File: src/hw/dcog_pkg.sv
// Function
// (RULE1) Eight-wide standard groups, two-wide analog groups
// (RULE2) Four direction settings per group
// (RULE3) Groups one to six cover outputs 01-48
// (RULE4) Groups seven, eight cover outputs 51-54
// (RULE5) Direction input high up, low down
// (RULE6) Reset loads every group with both directions
// (RULE7) Window output takes group six direction alone
// (RULE8) Program reply outputs never direction restricted
// (RULE9) Direction change raises store pending until committed
// (RULE10) Display option: continuous or speed dependent
// (RULE11) Offset is desired minus actual, modulo resolution
// (RULE12) Offset only for rotary, single encoder units
// (RULE13) Offset resets to zero
// (RULE14) Faults detected, code shown on display
// (RULE15) Error forces outputs off, ready off
// (RULE16) Error cleared by reset or clear command
// (RULE17) Forbidden direction holds group outputs inactive
package dcog_pkg;

    localparam int ADDR_W      = 8;
    localparam int DATA_W      = 32;
    localparam int POS_W       = 16;
    localparam int CODE_W      = 8;
    localparam int STD_GROUPS  = 6;
    localparam int STD_W       = 8;
    localparam int ANA_GROUPS  = 2;
    localparam int ANA_W       = 2;
    localparam int ALL_GROUPS  = STD_GROUPS + ANA_GROUPS;
    localparam int STD_OUTS    = STD_GROUPS * STD_W;
    localparam int ANA_OUTS    = ANA_GROUPS * ANA_W;
    localparam int DIR_W       = 2 * ALL_GROUPS;
    localparam int CFG_W       = 4;
    localparam int SYNC_W      = POS_W + 2;

    // Register byte offsets
    localparam logic [ADDR_W-1:0] REG_DIR_CFG  = 8'h00;
    localparam logic [ADDR_W-1:0] REG_CONFIG   = 8'h04;
    localparam logic [ADDR_W-1:0] REG_OFFSET   = 8'h08;
    localparam logic [ADDR_W-1:0] REG_RESOL    = 8'h0c;
    localparam logic [ADDR_W-1:0] REG_NULLSET  = 8'h10;
    localparam logic [ADDR_W-1:0] REG_STATUS   = 8'h14;
    localparam logic [ADDR_W-1:0] REG_COMMAND  = 8'h18;
    localparam logic [ADDR_W-1:0] REG_POSITION = 8'h1c;

    // Config fields
    localparam int CFG_ROTARY_BIT = 0;
    localparam int CFG_CONT_BIT   = 1;
    localparam int CFG_PWIN_BIT   = 2;
    localparam int CFG_PWIN48_BIT = 3;

    // Status fields
    localparam int ST_ERR_BIT   = 0;
    localparam int ST_STORE_BIT = 1;
    localparam int ST_UP_BIT    = 2;
    localparam int ST_READY_BIT = 3;
    localparam int ST_ANA_BIT   = 4;
    localparam int ST_MULTI_BIT = 5;
    localparam int ST_CODE_LSB  = 8;

    // Command fields
    localparam int CMD_CLR_ERR_BIT = 0;
    localparam int CMD_COMMIT_BIT  = 1;

    // Reset values
    localparam logic [DIR_W-1:0]  DIR_RESET    = 16'h0000;
    localparam logic [CFG_W-1:0]  CFG_RESET    = 4'h1;
    localparam logic [POS_W-1:0]  OFFSET_RESET = 16'h0000;
    localparam logic [POS_W-1:0]  RESOL_RESET  = 16'h0168;

    // Group layout for window and program reply outputs
    localparam int          GRP_THREE   = 2;
    localparam int          GRP_SIX     = 5;
    localparam logic [STD_W-1:0] REPLY_MASK = 8'h7f;

    // Error codes
    localparam logic [CODE_W-1:0] ERR_NONE    = 8'h00;
    localparam logic [CODE_W-1:0] ERR_ENCODER = 8'h0a;
    localparam logic [CODE_W-1:0] ERR_RANGE   = 8'h0b;

    typedef enum logic [1:0] {
        DCOG_BOTH_DIRECTIONS,
        DCOG_UP_ONLY,
        DCOG_DOWN_ONLY,
        DCOG_NEVER
    } dcog_dir_t;

endpackage

File: src/hw/dcog_gate_if.sv
`timescale 1ns/1ps
interface dcog_gate_if
    import dcog_pkg::*;
#(
    parameter int N = 8
);
    dcog_dir_t      mode;
    logic           up;
    logic [N-1:0]   cam;
    logic [N-1:0]   exempt;
    logic [N-1:0]   gated;

    modport ctrl (output mode, output up, output cam, output exempt, input gated);
    modport gate (input mode, input up, input cam, input exempt, output gated);
endinterface

File: src/hw/dcog_group_gate.sv
`timescale 1ns/1ps
module dcog_group_gate
    import dcog_pkg::*;
#(
    parameter int N = 8
) (
    dcog_gate_if.gate gi
);
    logic permit;

    always_comb begin
        case (gi.mode)
            DCOG_BOTH_DIRECTIONS: permit = 1'b1;          // RULE2
            DCOG_UP_ONLY:         permit = gi.up;         // RULE5
            DCOG_DOWN_ONLY:       permit = ~gi.up;        // RULE5
            DCOG_NEVER:           permit = 1'b0;          // RULE2
            default:              permit = 1'b0;
        endcase
    end

    // Exempt bits pass whatever the direction
    assign gi.gated = gi.cam & ({N{permit}} | gi.exempt);  // RULE17 RULE8
endmodule

File: src/hw/dcog_top.sv
// Added by the designer: the placing of the registers and the strobed register port.
`timescale 1ns/1ps
module dcog_top
    import dcog_pkg::*;
(
    input  wire logic                clock,
    input  wire logic                arst_n,
    input  wire logic [ADDR_W-1:0]   reg_addr,
    input  wire logic [DATA_W-1:0]   reg_wdata,
    input  wire logic                reg_wr,
    input  wire logic                reg_rd,
    output logic      [DATA_W-1:0]   reg_rdata,
    input  wire logic [POS_W-1:0]    enc_pos_pin,
    input  wire logic                enc_dir_pin,
    input  wire logic                enc_fault_pin,
    input  wire logic                strap_analog,
    input  wire logic                strap_multi,
    input  wire logic [STD_OUTS-1:0] cam_in,
    input  wire logic [ANA_OUTS-1:0] analog_cam_in,
    input  wire logic [CODE_W-1:0]   sys_fault_code,
    output logic      [STD_OUTS-1:0] cam_out,
    output logic      [ANA_OUTS-1:0] analog_out,
    output logic                     ready_out,
    output logic                     store_pending_out,
    output logic                     disp_continuous,
    output logic                     disp_error,
    output logic      [POS_W-1:0]    disp_value,
    output logic      [POS_W-1:0]    position_out
);

    // Pin synchroniser, three stages
    logic [SYNC_W-1:0] sync1_reg;
    logic [SYNC_W-1:0] sync2_reg;
    logic [SYNC_W-1:0] sync3_reg;
    logic [SYNC_W-1:0] pins_reg;

    logic [DIR_W-1:0]  dir_cfg_reg;
    logic [CFG_W-1:0]  cfg_reg;
    logic [POS_W-1:0]  offset_reg;
    logic [POS_W-1:0]  resol_reg;
    logic              store_reg;
    logic              error_reg;
    logic [CODE_W-1:0] code_reg;
    logic              strap_done_reg;
    logic              analog_variant_reg;
    logic              multi_encoder_reg;

    logic [POS_W-1:0]  raw_pos;
    logic              dir_up;
    logic              enc_fault;

    always_ff @(posedge clock or negedge arst_n) begin
        if (!arst_n) begin
            sync1_reg <= '0;
            sync2_reg <= '0;
            sync3_reg <= '0;
            pins_reg  <= '0;
        end else begin
            sync1_reg <= {enc_fault_pin, enc_dir_pin, enc_pos_pin};
            sync2_reg <= sync1_reg;
            sync3_reg <= sync2_reg;
            // A word in transit between codes is not taken
            if (sync2_reg == sync3_reg) begin
                pins_reg <= sync3_reg;
            end
        end
    end

    assign raw_pos   = pins_reg[POS_W-1:0];
    assign dir_up    = pins_reg[POS_W];                    // RULE5
    assign enc_fault = pins_reg[POS_W+1];

    // Straps are static; caught once in the first cycle after release
    always_ff @(posedge clock or negedge arst_n) begin
        if (!arst_n) begin
            strap_done_reg     <= 1'b0;
            analog_variant_reg <= 1'b0;
            multi_encoder_reg  <= 1'b0;
        end else if (!strap_done_reg) begin
            strap_done_reg     <= 1'b1;
            analog_variant_reg <= strap_analog;
            multi_encoder_reg  <= strap_multi;
        end
    end

    // Register writes
    logic wr_dir;
    logic wr_cfg;
    logic wr_off;
    logic wr_res;
    logic wr_null;
    logic wr_cmd;
    logic clr_err;
    logic commit;
    logic offset_active;
    logic range_err;

    assign wr_dir  = reg_wr && (reg_addr == REG_DIR_CFG);
    assign wr_cfg  = reg_wr && (reg_addr == REG_CONFIG);
    assign wr_off  = reg_wr && (reg_addr == REG_OFFSET);
    assign wr_res  = reg_wr && (reg_addr == REG_RESOL);
    assign wr_null = reg_wr && (reg_addr == REG_NULLSET);
    assign wr_cmd  = reg_wr && (reg_addr == REG_COMMAND);
    assign clr_err = wr_cmd && reg_wdata[CMD_CLR_ERR_BIT];
    assign commit  = wr_cmd && reg_wdata[CMD_COMMIT_BIT];

    assign offset_active = cfg_reg[CFG_ROTARY_BIT] && !multi_encoder_reg;  // RULE12
    assign range_err     = (raw_pos >= resol_reg);

    // Nullpoint: desired minus actual, wrapped to resolution
    logic [POS_W:0]   ns_sum;
    logic [POS_W:0]   ns_wrap;
    logic [POS_W-1:0] desired;
    logic             null_ok;

    assign desired = reg_wdata[POS_W-1:0];
    assign ns_sum  = {1'b0, desired} + {1'b0, resol_reg} - {1'b0, raw_pos};        // RULE11
    assign ns_wrap = (ns_sum >= {1'b0, resol_reg}) ? ns_sum - {1'b0, resol_reg} : ns_sum;
    // Only with a valid actual value and a reachable target
    assign null_ok = wr_null && offset_active && !range_err && (desired < resol_reg);

    logic dir_change;
    logic cfg_change;
    logic off_change;

    assign dir_change = wr_dir && (reg_wdata[DIR_W-1:0] != dir_cfg_reg);
    assign cfg_change = (wr_cfg && (reg_wdata[CFG_W-1:0] != cfg_reg))
                        || (wr_res && (reg_wdata[POS_W-1:0] != resol_reg));
    assign off_change = (wr_off && (reg_wdata[POS_W-1:0] != offset_reg))
                        || (null_ok && (ns_wrap[POS_W-1:0] != offset_reg));

    always_ff @(posedge clock or negedge arst_n) begin
        if (!arst_n) begin
            dir_cfg_reg <= DIR_RESET;                      // RULE6
        end else if (wr_dir) begin
            dir_cfg_reg <= reg_wdata[DIR_W-1:0];
        end
    end

    always_ff @(posedge clock or negedge arst_n) begin
        if (!arst_n) begin
            cfg_reg   <= CFG_RESET;
            resol_reg <= RESOL_RESET;
        end else begin
            if (wr_cfg) begin
                cfg_reg <= reg_wdata[CFG_W-1:0];
            end
            if (wr_res) begin
                resol_reg <= reg_wdata[POS_W-1:0];
            end
        end
    end

    always_ff @(posedge clock or negedge arst_n) begin
        if (!arst_n) begin
            offset_reg <= OFFSET_RESET;                    // RULE13
        end else if (null_ok) begin
            offset_reg <= ns_wrap[POS_W-1:0];              // RULE11
        end else if (wr_off) begin
            offset_reg <= reg_wdata[POS_W-1:0];
        end
    end

    // Store pending; a change in the commit cycle keeps it raised
    always_ff @(posedge clock or negedge arst_n) begin
        if (!arst_n) begin
            store_reg <= 1'b0;
        end else if (dir_change || cfg_change || off_change) begin
            store_reg <= 1'b1;                             // RULE9
        end else if (commit) begin
            store_reg <= 1'b0;
        end
    end

    // Error detection and latch; a new fault beats the clear
    logic              err_det;
    logic [CODE_W-1:0] err_code;

    always_comb begin
        err_code = ERR_NONE;
        if (enc_fault) begin
            err_code = ERR_ENCODER;
        end else if (range_err) begin
            err_code = ERR_RANGE;
        end else if (sys_fault_code != ERR_NONE) begin
            err_code = sys_fault_code;
        end
    end

    assign err_det = (err_code != ERR_NONE);               // RULE14

    always_ff @(posedge clock or negedge arst_n) begin
        if (!arst_n) begin
            error_reg <= 1'b0;
            code_reg  <= ERR_NONE;
        end else if (err_det) begin
            error_reg <= 1'b1;
            if (!error_reg || clr_err) begin
                code_reg <= err_code;
            end
        end else if (clr_err) begin
            error_reg <= 1'b0;                             // RULE16
            code_reg  <= ERR_NONE;
        end
    end

    // Corrected position
    logic [POS_W-1:0] eff_offset;
    logic [POS_W:0]   pos_sum;
    logic [POS_W:0]   pos_wrap;

    assign eff_offset = offset_active ? offset_reg : OFFSET_RESET;                 // RULE12
    assign pos_sum    = {1'b0, raw_pos} + {1'b0, eff_offset};                      // RULE11
    assign pos_wrap   = (pos_sum >= {1'b0, resol_reg}) ? pos_sum - {1'b0, resol_reg} : pos_sum;

    // Direction gating per group
    dcog_dir_t         group_mode [ALL_GROUPS];
    logic [STD_W-1:0]  exempt     [STD_GROUPS];
    logic [STD_OUTS-1:0] std_gated;
    logic [ANA_OUTS-1:0] ana_gated;

    always_comb begin
        for (int i = 0; i < ALL_GROUPS; i++) begin
            group_mode[i] = dcog_dir_t'(dir_cfg_reg[2*i +: 2]);                    // RULE2
        end
        for (int i = 0; i < STD_GROUPS; i++) begin
            exempt[i] = '0;
        end
        if (cfg_reg[CFG_PWIN_BIT]) begin
            if (cfg_reg[CFG_PWIN48_BIT]) begin
                exempt[GRP_SIX] = REPLY_MASK;                                      // RULE7 RULE8
            end else begin
                // Window on output 24 follows group six
                group_mode[GRP_THREE] = dcog_dir_t'(dir_cfg_reg[2*GRP_SIX +: 2]);  // RULE7
                exempt[GRP_THREE]     = REPLY_MASK;                                // RULE8
            end
        end
    end

    genvar g;
    for (g = 0; g < STD_GROUPS; g++) begin : g_std
        dcog_gate_if #(.N(STD_W)) gif ();
        dcog_group_gate #(.N(STD_W)) u_gate (.gi(gif));
        assign gif.mode   = group_mode[g];
        assign gif.up     = dir_up;
        assign gif.cam    = cam_in[g*STD_W +: STD_W];                              // RULE3
        assign gif.exempt = exempt[g];
        assign std_gated[g*STD_W +: STD_W] = gif.gated;                            // RULE1
    end

    for (g = 0; g < ANA_GROUPS; g++) begin : g_ana
        dcog_gate_if #(.N(ANA_W)) gif ();
        dcog_group_gate #(.N(ANA_W)) u_gate (.gi(gif));
        assign gif.mode   = group_mode[STD_GROUPS + g];
        assign gif.up     = dir_up;
        assign gif.cam    = analog_cam_in[g*ANA_W +: ANA_W];                       // RULE4
        assign gif.exempt = '0;
        assign ana_gated[g*ANA_W +: ANA_W] = gif.gated;                            // RULE1
    end

    // Output stage: an error kills all switching and the ready line
    always_ff @(posedge clock or negedge arst_n) begin
        if (!arst_n) begin
            cam_out    <= '0;
            analog_out <= '0;
            ready_out  <= 1'b0;
        end else begin
            cam_out    <= error_reg ? '0 : std_gated;                              // RULE15
            analog_out <= (error_reg || !analog_variant_reg) ? '0 : ana_gated;     // RULE15 RULE4
            ready_out  <= !error_reg;                                              // RULE15
        end
    end

    always_ff @(posedge clock or negedge arst_n) begin
        if (!arst_n) begin
            store_pending_out <= 1'b0;
            disp_continuous   <= 1'b0;
            disp_error        <= 1'b0;
            disp_value        <= '0;
            position_out      <= '0;
        end else begin
            store_pending_out <= store_reg;
            disp_continuous   <= cfg_reg[CFG_CONT_BIT];                            // RULE10
            disp_error        <= error_reg;                                        // RULE14
            disp_value        <= error_reg ? POS_W'(code_reg) : pos_wrap[POS_W-1:0];
            position_out      <= pos_wrap[POS_W-1:0];
        end
    end

    // Read port
    logic [DATA_W-1:0] rd_mux;
    logic [DATA_W-1:0] status_word;

    always_comb begin
        status_word = '0;
        status_word[ST_ERR_BIT]   = error_reg;
        status_word[ST_STORE_BIT] = store_reg;
        status_word[ST_UP_BIT]    = dir_up;
        status_word[ST_READY_BIT] = ready_out;
        status_word[ST_ANA_BIT]   = analog_variant_reg;
        status_word[ST_MULTI_BIT] = multi_encoder_reg;
        status_word[ST_CODE_LSB +: CODE_W] = code_reg;
    end

    always_comb begin
        case (reg_addr)
            REG_DIR_CFG:  rd_mux = DATA_W'(dir_cfg_reg);
            REG_CONFIG:   rd_mux = DATA_W'(cfg_reg);
            REG_OFFSET:   rd_mux = DATA_W'(offset_reg);
            REG_RESOL:    rd_mux = DATA_W'(resol_reg);
            REG_STATUS:   rd_mux = status_word;
            REG_POSITION: rd_mux = DATA_W'(pos_wrap[POS_W-1:0]);
            default:      rd_mux = '0;
        endcase
    end

    always_ff @(posedge clock or negedge arst_n) begin
        if (!arst_n) begin
            reg_rdata <= '0;
        end else begin
            reg_rdata <= reg_rd ? rd_mux : '0;
        end
    end
endmodule

File: config.mk
export PLATFORM = sky130hd
export DESIGN_NAME = dcog_top
export DESIGN_NICKNAME = d
export VERILOG_FILES = /design/src/hw/dcog_pkg.sv /design/src/hw/dcog_gate_if.sv /design/src/hw/dcog_group_gate.sv /design/src/hw/dcog_top.sv
export SDC_FILE = /design/constraint.sdc
export NUM_CORES = 1
export LEC_CHECK = 0
export BUFFER_PORTS_ARGS = -buffer_cell sky130_fd_sc_hd__buf_4
export CAP_MARGIN = 20
export CORE_MARGIN = 4
export CORE_UTILIZATION = 52
export DETAILED_ROUTE_END_ITERATION = 12
export PLACE_DENSITY = 0.79
export SYNTH_ARGS = -nofsm -noshare
export SYNTH_HDL_FRONTEND = slang
export SYNTH_HIERARCHICAL = 1
export SYNTH_SLANG_ARGS = --single-unit
File: constraint.sdc
create_clock -name clock -period 11.3 [get_ports clock]
set_input_delay 1.695 -clock clock [delete_from_list [all_inputs] [get_ports clock]]
set_output_delay 1.695 -clock clock [all_outputs]
set_load 0.01 [all_outputs]
==> summary.md <==
| Metric | Value |
|---|---|
| Cell at the root of the clock tree | `sky130_fd_sc_hd__clkbuf_16` |
| First-pass detailed-route iteration total | `6` |
| Final standard cell area without fillers | `17600 µm²` |
| Critical path class | `primary input to register` |
| Buffers added on ports | `211` |
| DRC | `0` |
| Final count of hold timing violations | `0` |
| Core Box Area | `27300 µm²` |
| Site Rows | `60` |
| Last weighted congestion value of the routability-driven placer | `0.959` |
| Depth of the worst register-to-register path | `21` |
| Achievable frequency | `0.133 GHz` |
| TritonCTS sink count | `241` |
| H-tree levels | `1` |
| Fraction of layout instances using a drive strength above 1 | `20.4%` |
| Critical Path Fanout Max | `28` |
| Number of pins with negative max-slew slack in the final report | `0` |
| Count of placed standard cells including taps | `2027` |
| Ant diodes | `0` |
| CP startpoint kind | `primary input` |
| Highest-count cells in the layout ignoring fill and taps | `sky130_fd_sc_hd__dfrtp_1, sky130_fd_sc_hd__buf_4, sky130_fd_sc_hd__inv_1, sky130_fd_sc_hd__ha_1, sky130_fd_sc_hd__nand2_1` |
| Class of the tightest hold or removal check | `register to register` |
| Hold-fix buffers at CTS | `0` |
| Worst slew slack as a fraction of its limit | `23.8%` |
| Total Routed Length | `43400 µm` |
| Final Cycle Share | `66.4%` |
| Transition time of the tightest slew-check pin | `1130 ps` |
| Required time of the worst setup path | `11710 ps` |
| Synthesized area divided by synthesized cell count | `10.1 µm²` |
| All-Layer GR Usage | `27.5%` |
| Endpoint type of the worst setup path | `register` |
| Number of endpoints failing setup at the final stage | `0` |
| Clock period minus worst slack | `7500 ps` |
| Register-to-Register Setup Slack | `4560 ps` |
| Filler cell count in the final layout | `2141` |
| Static leakage power | `8.49 nW` |
| Via total after detailed routing | `12200` |
| Unrepaired setup endpoints after global routing | `false` |
| Detailed router's first-iteration violation count | `1226` |
| Hold slack | `347 ps` |
| Sequential share of the synthesized area | `41.5%` |
| Number of buffers inserted during clock tree synthesis | `26` |
| Final clock skew | `10.0 ps` |
| Flip-flop and latch count after synthesis | `241` |
| Dominant synthesized flop cell | `sky130_fd_sc_hd__dfrtp_1` |
| Summed instance area of the synthesized netlist | `14500 µm²` |
| Pwr per Cell Area | `141 nW/µm²` |
| Average routed wire per standard cell | `20.9 µm` |
| Antenna-violating nets left | `0` |
| Buffer levels on the longest clock path | `3` |
| Count of synthesis-stage warnings from yosys | `6` |
| Crit path DAT | `7910 ps` |
| Non-filler cells in the finished layout | `2077` |
| Detailed placer's ending HPWL | `32800 µm` |
| Antenna violations before repair | `1` |
| Distinct cell type count after synthesis | `74` |
| Most frequent standard cell in the layout excluding fill and tap cells | `sky130_fd_sc_hd__dfrtp_1` |
| Maximum capacitance violations | `0` |
| Dpl cell area | `16600 µm²` |
| Post-CTS resize count | `0` |
| Maximum vdd ir drop | `0.000127 V` |
| Power, Total | `2.48 mW` |
| Number of flip-flops under the largest register name | `48` |
| Largest net degree at the start of global routing | `85` |
| Global-route wire length before repair | `66200 µm` |
| Floorplan die width | `175 µm` |
| Reg with most FFs | `cam_out` |
| Number of enable flip-flop cells after synthesis | `0` |
| Die footprint | `30700 µm²` |
| Clock network latency to the later pin of the worst-skew pair | `540 ps` |
| Worst Hold Depth | `0` |
| TritonCTS clock tree | `yes` |
| Clock-pin transition on the worst setup and hold timing paths | `70 ps` |
| Number of nets in the final layout | `1926` |
| Starting density of the core | `53.3%` |
| Total I/O pin count | `244` |
| Post-CTS setup buffers | `0` |
| Synth-to-layout area growth | `20.8%` |
| Synth async-reset ratio | `100%` |
| Setup_tns | `0 ps` |
| Total overflow reported by the global router | `0` |
| Die Height | `175 µm` |
| Detail-routed via count per cell | `5.86` |
| Run status | `finished, final reports clean` |
| Number of global-route vias before repair | `12000` |
| Post-synthesis instance total | `1440` |
per-stage QoR:
stage	setup slack, ps	utilization, %
after floorplan	4470	-
after global placement	3420	60.9
after detailed placement	3340	60.9
after CTS	3880	64.2
after global routing	3360	64.4
final	3800	64.4
report_power, final:
part	leakage (nW)	switching (mW)	internal [mW]
clock network	0.437	0.360	0.537
registers	3.15	0.0438	0.910
logic	4.91	0.368	0.262
metal layers:
metal | routed length (µm) | track usage (%)
met1 | 16400 | 33.8
met2 | 19900 | 45.4
met3 | 4130 | 4.82
met4 | 3010 | 16.2
met5 | 11 | 0
final cells by class:
class                      instances  area, µm²  share of cell area [%]
sequential                       241       6040                    34.4
timing repair buffer             225       1720                    9.78
clock inverter                    16        216                    1.23
multi-input combinational       1080       7990                    45.5
tap                              372        465                    2.65
clock buffer                      31        699                    3.99
inverter                         112        420                    2.40
logic make-up (layout without fill, tap and decap cells):
group / count (synthesis) / after routing / synth area share [%]
AOI/OAI and AO/OA: 361 / 361 / 17.1
other: 2 / 55 / 0.0517
DFF: 241 / 241 / 41.5
xor gates and xnor gates: 115 / 115 / 6.93
muxes: 75 / 75 / 5.84
buffers and inverters: 172 / 384 / 4.90
and+or+nand+nor: 358 / 358 / 12.7
adders and majority gates: 116 / 116 / 11.0
path summary, 6_finish.rpt:
check | from | end
max | reg_wdata[1] | store_reg
min | sync1_reg[4] | sync2_reg[4]
max reg2reg | resol_reg[1] | store_reg
min reg2reg | sync1_reg[4] | sync2_reg[4]
max in group asynchronous | arst_n | sync2_reg[12]
min in group asynchronous | arst_n | cam_out[2]
cells in the mapped netlist (all sizes together) (23+ instances only):
| library cell | number | area [µm²] |
|---|---|---|
| clkbuf | 39 | 148 |
| ha | 97 | 1210 |
| xor2 | 55 | 482 |
| o21a | 67 | 503 |
| inv | 111 | 417 |
| nor3 | 31 | 155 |
| mux2 | 50 | 563 |
| a21oi | 60 | 300 |
| mux2i | 25 | 285 |
| a21o | 30 | 225 |
| nor2 | 74 | 278 |
| nor2b | 59 | 369 |
| dfrtp | 236 | 5910 |
| and2 | 27 | 171 |
| xnor2 | 60 | 526 |
| o21ai | 70 | 362 |
| o22ai | 23 | 144 |
| nand2 | 76 | 285 |
worst max-delay path: stages:
cell and delay, ps:
sky130_fd_sc_hd__buf_4 150, sky130_fd_sc_hd__inv_1 110, sky130_fd_sc_hd__fa_1 600, sky130_fd_sc_hd__inv_1 60, sky130_fd_sc_hd__ha_1 310, sky130_fd_sc_hd__a211oi_1 350, sky130_fd_sc_hd__o21ai_0 200, sky130_fd_sc_hd__a21oi_1 310
sky130_fd_sc_hd__nand2_1 90, sky130_fd_sc_hd__a31oi_1 220, sky130_fd_sc_hd__xnor2_1 270, sky130_fd_sc_hd__ha_1 370, sky130_fd_sc_hd__and2_4 190, sky130_fd_sc_hd__a221o_1 360, sky130_fd_sc_hd__or3_4 390, sky130_fd_sc_hd__o21ai_4 180
sky130_fd_sc_hd__nand3_1 140, sky130_fd_sc_hd__mux2i_4 840, sky130_fd_sc_hd__mux2i_1 270, sky130_fd_sc_hd__a311o_1 380, sky130_fd_sc_hd__nor4_1 290, sky130_fd_sc_hd__a31oi_1 110
Note: power is estimated with default switching activity, not from simulation.
